<file path="src/adcrd_pkg.sv">
package adcrd_pkg;

    // nominal converter clock and the rates that follow from it
    localparam int SYS_CLK_HZ    = 2457600;
    localparam int MOD_RATE_HZ   = 19200;
    localparam int DATA_RATE_SPS = 15;
    localparam int MOD_DIV       = SYS_CLK_HZ / MOD_RATE_HZ;
    localparam int CONV_SAMPLES  = MOD_RATE_HZ / DATA_RATE_SPS;
    localparam int CONV_CLKS     = MOD_DIV * CONV_SAMPLES;

    // widths
    localparam int RES_W   = 24;
    localparam int SAMP_W  = 26;
    localparam int ACC_W   = 36;
    localparam int DIV_W   = 7;
    localparam int CNT_W   = 11;
    localparam int BIT_W   = 5;
    localparam int GAP_W   = 18;
    localparam int RECIP_W = 16;
    localparam int FIFO_DEPTH = 32;

    // divider, sample counter and bit counter end values
    localparam logic [DIV_W-1:0] DIV_LAST = DIV_W'(MOD_DIV - 1);
    localparam logic [CNT_W-1:0] CNT_LAST = CNT_W'(CONV_SAMPLES - 1);
    localparam logic [CNT_W-1:0] CNT_UPD  = CNT_W'(CONV_SAMPLES - 2);
    localparam logic [BIT_W-1:0] BIT_LAST = BIT_W'(RES_W);

    // full-scale codes, two's complement
    localparam logic [RES_W-1:0] FS_POS = 24'h7F_FFFF;
    localparam logic [RES_W-1:0] FS_NEG = 24'h80_0000;

    // 1/CONV_SAMPLES as RECIP / 2**SCALE_SHIFT
    localparam logic [RECIP_W-1:0] RECIP = 16'h3333;
    localparam int SCALE_SHIFT = 24;

    // pin level while no result is pending
    localparam logic PIN_IDLE = 1'b1;

    typedef enum logic [1:0] {
        RD_IDLE,
        RD_READY,
        RD_SHIFT,
        RD_UPDATE
    } adcrd_rd_e;

endpackage

</file>
<file path="src/adcrd_fifo.sv">
`timescale 1ns/1ps
module adcrd_fifo
    import adcrd_pkg::*;
#(
    parameter int W     = SAMP_W,
    parameter int DEPTH = FIFO_DEPTH
) (
    input  wire logic         ref_clk_i,
    input  wire logic         reset_i,
    input  wire logic [W-1:0] in_data_i,
    input  wire logic         in_valid_i,
    output logic              in_ready_o,
    output logic [W-1:0]      out_data_o,
    output logic              out_valid_o,
    input  wire logic         out_ready_i
);

    localparam int AW = $clog2(DEPTH);

    typedef struct packed {
        logic [DEPTH-1:0][W-1:0] mem;
        logic [AW-1:0]           wr_ptr;
        logic [AW-1:0]           rd_ptr;
        logic [AW:0]             count;
    } adcrd_fifo_s;

    adcrd_fifo_s st;
    adcrd_fifo_s next_st;
    logic        push;
    logic        pop;

    // honest full and empty from the fill count
    assign in_ready_o  = (st.count != (AW+1)'(DEPTH));
    assign out_valid_o = (st.count != '0);
    assign out_data_o  = st.mem[st.rd_ptr];
    assign push        = in_valid_i && in_ready_o;
    assign pop         = out_valid_o && out_ready_i;

    // pointer and storage update
    always_comb begin
        next_st = st;
        if (push) begin
            next_st.mem[st.wr_ptr] = in_data_i;
            next_st.wr_ptr = st.wr_ptr + 1'b1;
        end
        if (pop) begin
            next_st.rd_ptr = st.rd_ptr + 1'b1;
        end
        if (push && !pop) begin
            next_st.count = st.count + 1'b1;
        end else if (pop && !push) begin
            next_st.count = st.count - 1'b1;
        end
    end

    always_ff @(posedge ref_clk_i or posedge reset_i) begin
        if (reset_i) begin
            st <= '0;
        end else begin
            st <= next_st;
        end
    end

endmodule

</file>
<file path="src/adcrd_readout.sv">
`timescale 1ns/1ps
// Operation
// - pin goes low when a new result is ready.
// - first shift-clock rise after ready puts the result MSB on the pin.
// - each further rise moves to next lower bit; falling edges do nothing.
// - extra rise after 24 bits forces pin high until next result.
// - nominal clock gives 15 results per second, notches at 50/60 Hz.
// - data rate and filter response scale with the system clock.
// - response repeats at 19.2 kHz, low-pass with 13.7 Hz cutoff.
// - pin falling edge marks the start of the next conversion.
// - input change aligned to conversion start settles in one result.
// - output clips at full scale when input exceeds twice reference.
// - result is 24-bit two's complement, full scale at extreme codes.
module adcrd_readout
    import adcrd_pkg::*;
#(
    parameter int TICK_DIV = MOD_DIV
) (
    input  wire logic              ref_clk_i,
    input  wire logic              reset_i,
    input  wire logic [SAMP_W-1:0] samp_data_i,
    input  wire logic              samp_valid_i,
    output logic                   samp_ready_o,
    input  wire logic              shift_clk_i,
    output logic                   ready_serial_out_pin_o,
    output logic [RES_W-1:0]       result_o,
    output logic                   conv_done_o
);

    typedef struct packed {
        logic              sclk_meta;
        logic              sclk_sync;
        logic              sclk_prev;
        logic [DIV_W-1:0]  div_cnt;
        logic              tick_pend;
        logic [CNT_W-1:0]  samp_cnt;
        logic [ACC_W-1:0]  acc;
        logic [RES_W-1:0]  result;
        logic [RES_W-1:0]  shreg;
        logic [BIT_W-1:0]  bit_cnt;
        adcrd_rd_e         rd_state;
        logic              pin;
        logic              done;
        logic [GAP_W-1:0]  gap_cnt;
        logic              gap_seen;
    } adcrd_state_s;

    adcrd_state_s      st;
    adcrd_state_s      next_st;
    logic [SAMP_W-1:0] fifo_data;
    logic              fifo_valid;
    logic              pop;
    logic              last_pop;
    logic              upd_pop;
    logic              sclk_rise;
    logic              sclk_fall;
    logic [RES_W-1:0]  samp_clip;
    logic [ACC_W-1:0]  samp_ext;
    logic [ACC_W-1:0]  sum;
    logic [RES_W-1:0]  conv_word;

    // modulator tick spacing; the default gives the nominal data rate
    localparam logic [DIV_W-1:0] TICK_LAST = DIV_W'(TICK_DIV - 1);

    // saturate a wide signed value to the 24-bit output range
    function automatic logic [RES_W-1:0] sat_res(input logic [ACC_W-1:0] v);
        logic signed [ACC_W-1:0] sv;
        sv = $signed(v);
        if (sv > $signed({{(ACC_W-RES_W){1'b0}}, FS_POS})) begin
            sat_res = FS_POS;
        end else if (sv < $signed({{(ACC_W-RES_W){1'b1}}, FS_NEG})) begin
            sat_res = FS_NEG;
        end else begin
            sat_res = v[RES_W-1:0];
        end
    endfunction

    // boxcar mean over one conversion, multiply by reciprocal then shift
    function automatic logic [RES_W-1:0] mean_res(input logic [ACC_W-1:0] a);
        logic signed [ACC_W+RECIP_W:0] p;
        logic signed [ACC_W+RECIP_W:0] q;
        p = $signed(a) * $signed({1'b0, RECIP});
        q = p >>> SCALE_SHIFT;
        mean_res = sat_res(q[ACC_W-1:0]);
    endfunction

    // modulator words are buffered; drained one per modulator tick
    adcrd_fifo #(
        .W     (SAMP_W),
        .DEPTH (FIFO_DEPTH)
    ) u_fifo (
        .ref_clk_i   (ref_clk_i),
        .reset_i     (reset_i),
        .in_data_i   (samp_data_i),
        .in_valid_i  (samp_valid_i),
        .in_ready_o  (samp_ready_o),
        .out_data_o  (fifo_data),
        .out_valid_o (fifo_valid),
        .out_ready_i (st.tick_pend)
    );

    // edge detection reads only the second and third stages
    assign sclk_rise = st.sclk_sync && !st.sclk_prev;
    assign sclk_fall = !st.sclk_sync && st.sclk_prev;

    // input clipping and accumulation
    assign samp_clip = sat_res({{(ACC_W-SAMP_W){fifo_data[SAMP_W-1]}},
                                fifo_data});
    assign samp_ext  = {{(ACC_W-RES_W){samp_clip[RES_W-1]}}, samp_clip};
    assign sum       = st.acc + samp_ext;
    assign conv_word = mean_res(sum);
    assign pop       = st.tick_pend && fifo_valid;
    assign last_pop  = pop && (st.samp_cnt == CNT_LAST);
    assign upd_pop   = pop && (st.samp_cnt == CNT_UPD);

    // next-state logic
    always_comb begin
        next_st = st;
        next_st.done = 1'b0;
        // two-stage synchroniser plus edge history
        next_st.sclk_meta = shift_clk_i;
        next_st.sclk_sync = st.sclk_meta;
        next_st.sclk_prev = st.sclk_sync;
        // modulator tick divider, runs off the system clock
        if (pop) begin
            next_st.tick_pend = 1'b0;
        end
        if (st.div_cnt == TICK_LAST) begin
            next_st.div_cnt = '0;
            next_st.tick_pend = 1'b1;
        end else begin
            next_st.div_cnt = st.div_cnt + 1'b1;
        end
        // serial readout on synchronised shift-clock rises
        if (sclk_rise) begin
            case (st.rd_state)
                RD_READY: begin
                    next_st.pin = st.shreg[RES_W-1];
                    next_st.shreg = {st.shreg[RES_W-2:0], 1'b0};
                    next_st.bit_cnt = BIT_W'(1);
                    next_st.rd_state = RD_SHIFT;
                end
                RD_SHIFT: begin
                    if (st.bit_cnt == BIT_LAST) begin
                        next_st.pin = PIN_IDLE;
                        next_st.rd_state = RD_IDLE;
                    end else begin
                        next_st.pin = st.shreg[RES_W-1];
                        next_st.shreg = {st.shreg[RES_W-2:0], 1'b0};
                        next_st.bit_cnt = st.bit_cnt + 1'b1;
                    end
                end
                default: begin
                    next_st.rd_state = st.rd_state;
                end
            endcase
        end
        // filter accumulation; conversion boundaries override readout
        if (last_pop) begin
            next_st.acc = '0;
            next_st.samp_cnt = '0;
            next_st.result = conv_word;
            next_st.shreg = conv_word;
            next_st.bit_cnt = '0;
            next_st.pin = 1'b0;
            next_st.rd_state = RD_READY;
            next_st.done = 1'b1;
        end else if (pop) begin
            next_st.acc = sum;
            next_st.samp_cnt = st.samp_cnt + 1'b1;
            if (upd_pop) begin
                next_st.pin = PIN_IDLE;
                next_st.rd_state = RD_UPDATE;
            end
        end
        // gap counter between results, checked below
        if (last_pop) begin
            next_st.gap_cnt = '0;
            next_st.gap_seen = 1'b1;
        end else if (st.gap_cnt != '1) begin
            next_st.gap_cnt = st.gap_cnt + 1'b1;
        end
    end

    // state register; pin idles high from reset
    always_ff @(posedge ref_clk_i or posedge reset_i) begin
        if (reset_i) begin
            st <= '0;
            st.pin <= PIN_IDLE;
            st.rd_state <= RD_IDLE;
        end else begin
            st <= next_st;
        end
    end

    // outputs straight from flops
    assign ready_serial_out_pin_o = st.pin;
    assign result_o = st.result;
    assign conv_done_o = st.done;

    localparam int MIN_GAP = TICK_DIV * CONV_SAMPLES - 1;
endmodule

</file>
<file path="config.mk">
export PLATFORM = sky130hd
export DESIGN_NAME = adcrd_readout
export DESIGN_NICKNAME = d
export VERILOG_FILES = /design/src/adcrd_pkg.sv /design/src/adcrd_fifo.sv /design/src/adcrd_readout.sv
export SDC_FILE = /design/constraint.sdc
export NUM_CORES = 2
export LEC_CHECK = 0
export ABC_AREA = 1
export BUFFER_PORTS_ARGS = -buffer_cell sky130_fd_sc_hd__buf_2
export CAP_MARGIN = 20
export CORE_MARGIN = 5
export CORE_UTILIZATION = 65
export CTS_CLUSTER_DIAMETER = 150
export DETAILED_ROUTE_END_ITERATION = 8
export GPL_TIMING_DRIVEN = 0
export PLACE_DENSITY = 0.82
export REMOVE_ABC_BUFFERS = 1
export SYNTH_ARGS = -nofsm -noshare
export SYNTH_HDL_FRONTEND = slang
export SYNTH_HIERARCHICAL = 1
export SYNTH_SLANG_ARGS = --single-unit
</file>
<file path="constraint.sdc">
create_clock -name ref_clk_i -period 39.2 [get_ports ref_clk_i]
set_input_delay 5.88 -clock ref_clk_i [delete_from_list [all_inputs] [get_ports ref_clk_i]]
set_output_delay 5.88 -clock ref_clk_i [all_outputs]
set_load 0.005 [all_outputs]
</file>
Word-level counts from Yosys, hierarchy flattened

Index checks and enable logic that the tools add are counted.

Word-level logic and storage cells: 118
Input bits: 30
Register bits after elaboration: 963

Magnitude comparators: 7
Equal/unequal tests: 8
$add $sub $neg: 8
$mul: 1
Multiplexer cells: 28
Reduce and logical (&&, ||, !) cells: 18

Operators by type and width:

| cell                                                 | number |
|---|---|
| bitwise mux 832 bit                                  | 1 |
| binary-select mux 26 bit (select 5 bit)              | 1 |
| demux 26 bit (select 5 bit)                          | 1 |
| 2-to-1 mux 24 bit                                    | 4 |
| 2-to-1 mux 47 bit                                    | 2 |
| 2-to-1 mux 29 bit                                    | 2 |
| one-hot mux 29 bit (2 select lines)                  | 1 |
| 2-to-1 mux 26 bit                                    | 2 |
| multiplier 36 x 15 -> 51 bit, second input constant  | 1 |
| adder 36 bit                                         | 1 |
| 2-to-1 mux 32 bit                                    | 1 |
| > comparator 27 x 24 -> 1 bit, second input constant | 1 |
| < comparator 27 x 24 -> 1 bit, second input constant | 1 |
| > comparator 26 x 24 -> 1 bit, second input constant | 1 |
| < comparator 26 x 24 -> 1 bit, second input constant | 1 |
| equality test 11 bit, second input constant          | 2 |
| adder 5 x 1 -> 5 bit, second input constant          | 3 |
| < comparator 5 x 6 -> 1 bit, second input constant   | 2 |
| 2-to-1 mux 6 bit                                     | 2 |
| adder 11 x 1 -> 11 bit, second input constant        | 1 |
| 2-to-1 mux 3 bit                                     | 3 |
| logical AND 1 bit                                    | 8 |
| nonzero test 2 bit                                   | 4 |
| adder 7 x 1 -> 7 bit, second input constant          | 1 |
| other kinds (18)                                     | 23 |

Depth between registers and ports, before layout

Depth in word-level cells: 11
Mapped depth: 61

By module

The synthesis kept the hierarchy.

By module, submodules not included:

| module        | area each (um2) | sequential area each (um2) | cells an instance | instances |
|---|---|---|---|---|
| adcrd_fifo    | 40,687.8        | 21,220.4                   | 5,312             | 1 |
| adcrd_readout | 17,224.0        | 2,879.0                    | 2,201             | 1 |

Least setup slack after synthesis

OpenSTA, ideal clock, no wires.

Path type: register -> register
Start point: register u_fifo/st[6] in the netlist's numbering
End point: register st (netlist bit result_o[0])
Cell stages (with the launch flop): 55
Data required time: 39,082 ps
Arrival time: 8,759 ps
Setup slack: 30,323 ps
Cell sequence: dfrtp_1 > inv_1 > buf_2 > clkbuf_1 > nand2_1 > nand2_1 > nand2_1 > nand3_1 > nand3_1 > nand2_1 > nand2_1 > inv_1 > inv_1 > a21oi_1 > clkbuf_1 > a21oi_1 > ha_1 > fa_1 > [19 not listed] > fa_1 > inv_1 > ha_1 > a21oi_1 > o21ai_0 > a21oi_1 > nor2_1 > nor2_1 > nand3_1 > nand2_1 > nand2_1 > nor2_1 > nand2_1 > nand2_2 > buf_4 > nand2_1 > nand2_1 > nand2_1

Word-level cells in the longest chain between the ends: 10

Ends and longest elaborated chain:

| what                                        | line                 | RTL |
|---|---|---|
| start, declared                             | adcrd_fifo.sv:27     | `adcrd_fifo_s st;` |
| start signal, assigned                      | adcrd_fifo.sv:60     | `st <= next_st;` |
| binary-select mux 26 bit (select 5 bit) (*) | adcrd_fifo.sv:35     | `assign out_data_o = st.mem[st.rd_ptr];` |
| 2-to-1 mux 26 bit (not written as such) (*) | adcrd_fifo.sv:35     |  |
| net fifo_data[25]                           | adcrd_readout.sv:50  | `logic [SAMP_W-1:0] fifo_data;` |
| < comparator 26 x 24 -> 1 bit               | adcrd_readout.sv:71  | `end else if (sv < $signed({{(ACC_W-RES_W){1'b1}}, FS_NEG})) begin` |
| 2-to-1 mux 24 bit                           | adcrd_readout.sv:71  |  |
| 2-to-1 mux 24 bit (*)                       | adcrd_readout.sv:69  | `if (sv > $signed({{(ACC_W-RES_W){1'b0}}, FS_POS})) begin` |
| adder 36 bit (*)                            | adcrd_readout.sv:110 | `assign sum = st.acc + samp_ext;` |
| multiplier 36 x 15 -> 51 bit (*)            | adcrd_readout.sv:82  | `p = $signed(a) * $signed({1'b0, RECIP});` |
| < comparator 27 x 24 -> 1 bit               | adcrd_readout.sv:71  |  |
| 2-to-1 mux 24 bit                           | adcrd_readout.sv:71  |  |
| 2-to-1 mux 24 bit (*)                       | adcrd_readout.sv:69  |  |
| end signal, assigned                        | adcrd_readout.sv:192 | `st <= next_st;` |
| end, declared                               | adcrd_readout.sv:48  | `adcrd_state_s st;` |

The timed path passes the listed nets; every way through them passes the cells marked *. The select of a mux whose other input is x is not followed.
A chain may end at the register's enable or synchronous reset.

Final worst setup path

Start point: register u_fifo/st[6] in the netlist's numbering
End point: register st (netlist bit result_o[22])

Same word-level chain as after synthesis.

==> flow_metrics.env <==
export IMPL_viasPerCell=5.84
export IMPL_wl_per_cell_um=18.7
export IMPL_whs_endpoint="next_st[131]$_DFF_PP0_"
export IMPL_finalCoreUtilization=0.696
export IMPL_dr_first_iter_drc_count=6130
export IMPL_io_pins=57
export IMPL_relSlewSlack=0.291
export IMPL_critical_path_max_fanout=131
export IMPL_synth_avg_cell_area_um2=7.71
export IMPL_drv_slew=0
export IMPL_clock_latency_ps=680
export IMPL_grt_pass1_vias=47900
export IMPL_regToRegStartpoint="u_fifo/st[6]$_DFFE_PP0P_"
export IMPL_irDropWorstVdd_mv=0.0757
export IMPL_die_w_um=308
export IMPL_fin_crit_ps=12270
export IMPL_synth_compound_area_frac=0.113
export IMPL_die_area_um2=95200
export IMPL_core_um2=88400
export IMPL_max_freq_ghz=0.0815
export IMPL_fillers=6834
export IMPL_placement_cell_area_um2=58100
export IMPL_cts_root_buf="clkbuf_16"
export IMPL_p_per_area_nw_per_um2=74.7
export IMPL_yosys_area_share_simple=0.246
export IMPL_required_ps=39810
export IMPL_whs_path_depth=0
export IMPL_fin_area_um2=61500
export IMPL_dp_cells=8298
export IMPL_synth_area_leader_cell="dfrtp_1"
export IMPL_crit_path_start_kind="register"
export IMPL_critPathCaptureType="register"
export IMPL_hold_viol_final=0
export IMPL_crit_arrival_ps=12880
export IMPL_slowest_stage="dfrtp_4"
export IMPL_synthArstFlopShare=1.00
export IMPL_yosys_register_bits=963
export IMPL_netlist_instances=7513
export IMPL_initial_core_util=0.655
export IMPL_critical_path_class="register to register"
export IMPL_syn2layout_area_growth_pct=6.22
export IMPL_muxShareOfSynthArea=0.000389
export IMPL_startpoint="u_fifo/st[6]$_DFFE_PP0P_"
export IMPL_rr_endpoint="result_o[22]$_DFFE_PP0P_"
export IMPL_clockBufferDepth=3
export IMPL_yosysWarnings=6
export IMPL_worstHoldStart="next_st[132]$_DFF_PP0_"
export IMPL_ctsHoldBuffers=0
export IMPL_portBuffers=56
export IMPL_post_layout_nonfiller_instances=8487
export IMPL_synth_main_ff_cell="dfrtp_1"
export IMPL_vias=49600
export IMPL_ff2ff_path_depth=52
export IMPL_worst_slew_pin_slew_ps=1060
export IMPL_synth_cell_types=65
export IMPL_synth_area_leaders="dfrtp_1, nand2_1, fa_1, inv_1, nand3_1"
export IMPL_yosysMostFrequentCell="nand2_1"
export IMPL_rsz0062_at_grt="false"
export IMPL_ant_nets=0
export IMPL_postCtsSetupBuffers=0
export IMPL_slowest_delay_ps=790
export IMPL_grt_pass1_wl_mm=255
export IMPL_hold_class="register to register"
export IMPL_drv_cap=0
export IMPL_clock_skew_ps=34.3
export IMPL_seq_area_frac_synth=0.416
export IMPL_finalCritPeriodShare=0.313
export IMPL_p_leak_uw=0.0316
export IMPL_synth_common_cells="nand2_1, dfrtp_1, inv_1"
export IMPL_setup_viol=0
export IMPL_synth_top_cell_area_share=0.416
export IMPL_grtUsageTotal=0.333
export IMPL_cts_resized=0
export IMPL_die_h_um=308
export IMPL_overflow=0
export IMPL_dr_pass1_iters=6
export IMPL_cts_tree="done"
export IMPL_htree_levels=3
export IMPL_routabilityCongestion=0.942
export IMPL_synth_xor_area_frac=0.0137
export IMPL_whs_ps=370
export IMPL_synth_top_family_by_area="simple AND/OR/NAND/NOR gates"
export IMPL_syn_area_um2=57900
export IMPL_antenna_found_initial=2
export IMPL_fin_nets=7672
export IMPL_synth_edf_count=0
export IMPL_r2r_slack_ps=26930
export IMPL_fp_row_count=109
export IMPL_cts_sinks=963
export IMPL_cts_buffers_inserted=100
export IMPL_drc=0
export IMPL_grt_max_degree=135
export IMPL_power_uw=4600
export IMPL_cts_clk_slew_worst_paths_ps=60
export IMPL_drt_total_wl_mm=159
export IMPL_synthAdderAreaFrac=0.112
export IMPL_final_layout_size_suffix_gt1_frac=0.0555
export IMPL_outcome="completed"
export IMPL_hpwl_mm=93.9
flip-flops by register name, summed over array words and instances (netlist names):
name                    count
result_o                   24
u_fifo/st                 848
next_st                     2
ready_serial_out_pin_o      1
conv_done_o                 1
st                         87
kinds of logic (layout without fill, tap and decap cells):
kind of cell | Yosys count | count (layout)
fa+ha+maj | 405 | 405
mux | 2 | 2
other cells | 0 | 1
compound gates | 1240 | 1240
buf+inv | 1374 | 1182
flops | 963 | 963
simple gates | 3441 | 3441
xor+xnor | 88 | 88
cell usage in the layout (no fill, tap or decap), types with 6 or more instances in the layout:
cell and n:
nand4_1 20, nand2_1 2509, nor2_1 216, clkbuf_1 22, nand3_2 6, a21oi_1 183
buf_2 56, dfrtp_1 958, clkbuf_16 105, a31o_2 7, ha_1 219, xor2_1 61
a22o_1 9, nor2_2 17, xnor2_1 24, or2_2 14, clkinv_2 27, nand2_4 34
o211ai_1 27, nand2_2 23, buf_16 22, o21bai_1 25, inv_1 880, nor3_1 14
o21ai_1 376, o21ai_0 548, clkbuf_8 22, nand3_1 564, buf_12 8, fa_1 186
o22ai_1 23, inv_2 15, a21o_1 11
final cells by class:
| type | count | area, µm² | area share |
|---|---|---|---|
| flip-flops and latches | 963 | 24100 | 0.392 |
| well taps | 1165 | 1460 | 0.0237 |
| clock inverters | 37 | 340 | 0.00553 |
| repair buffers | 88 | 1080 | 0.0175 |
| clock buffers | 149 | 3010 | 0.0490 |
| multi-input cells | 5176 | 28100 | 0.456 |
| inverters | 908 | 3450 | 0.0561 |
| diodes | 1 | 2.50 | 0.0000407 |
routing by layer:
| metal | wire [µm] | global-route usage |
|---|---|---|
| met2 | 72200 | 0.527 |
| met5 | 13 | 0 |
| met3 | 15100 | 0.0646 |
| met4 | 6300 | 0.121 |
| met1 | 65300 | 0.463 |
worst max-delay path by stage:
stage | cells after the start | slack [ps] | endpoint
2_1_floorplan | 1 | 9490 | u_fifo/st[0]$_DFFE_PP0P_
3_3_place_gp | 49 | -18690 | result_o[22]$_DFFE_PP0P_
3_5_place_dp | 52 | 27220 | st[50]$_DFFE_PP0P_
4_1_cts | 52 | 27110 | result_o[22]$_DFFE_PP0P_
5_1_grt | 51 | 26240 | result_o[22]$_DFFE_PP0P_
6_report | 52 | 26930 | result_o[22]$_DFFE_PP0P_
worst max-delay path: cells and delay by family, from the launching register on:
kind / cells / cell delay [ps]
AND/OR/NAND/NOR: 20 / 2350
XOR/XNOR: 1 / 280
AO/OA/AOI/OAI: 10 / 2170
flip-flops: 1 / 790
buffers and inverters: 12 / 2550
adder cells (fa/ha/maj): 9 / 3940
stage by stage:
stage	setup TNS, ps	worst slack (ps)
2_1_floorplan	0	9490
3_3_place_gp	-1366090	-18690
3_5_place_dp	0	27220
4_1_cts	0	27110
5_1_grt	0	26240
6_report	0	26930
power by group:
part | switching, µW | internal (µW) | leakage, µW
sequential | 137 | 1240 | 0.0129
clock | 401 | 558 | 0.00166
combinational | 1400 | 857 | 0.0170
No activity file was read; power rests on OpenSTA's default activity.
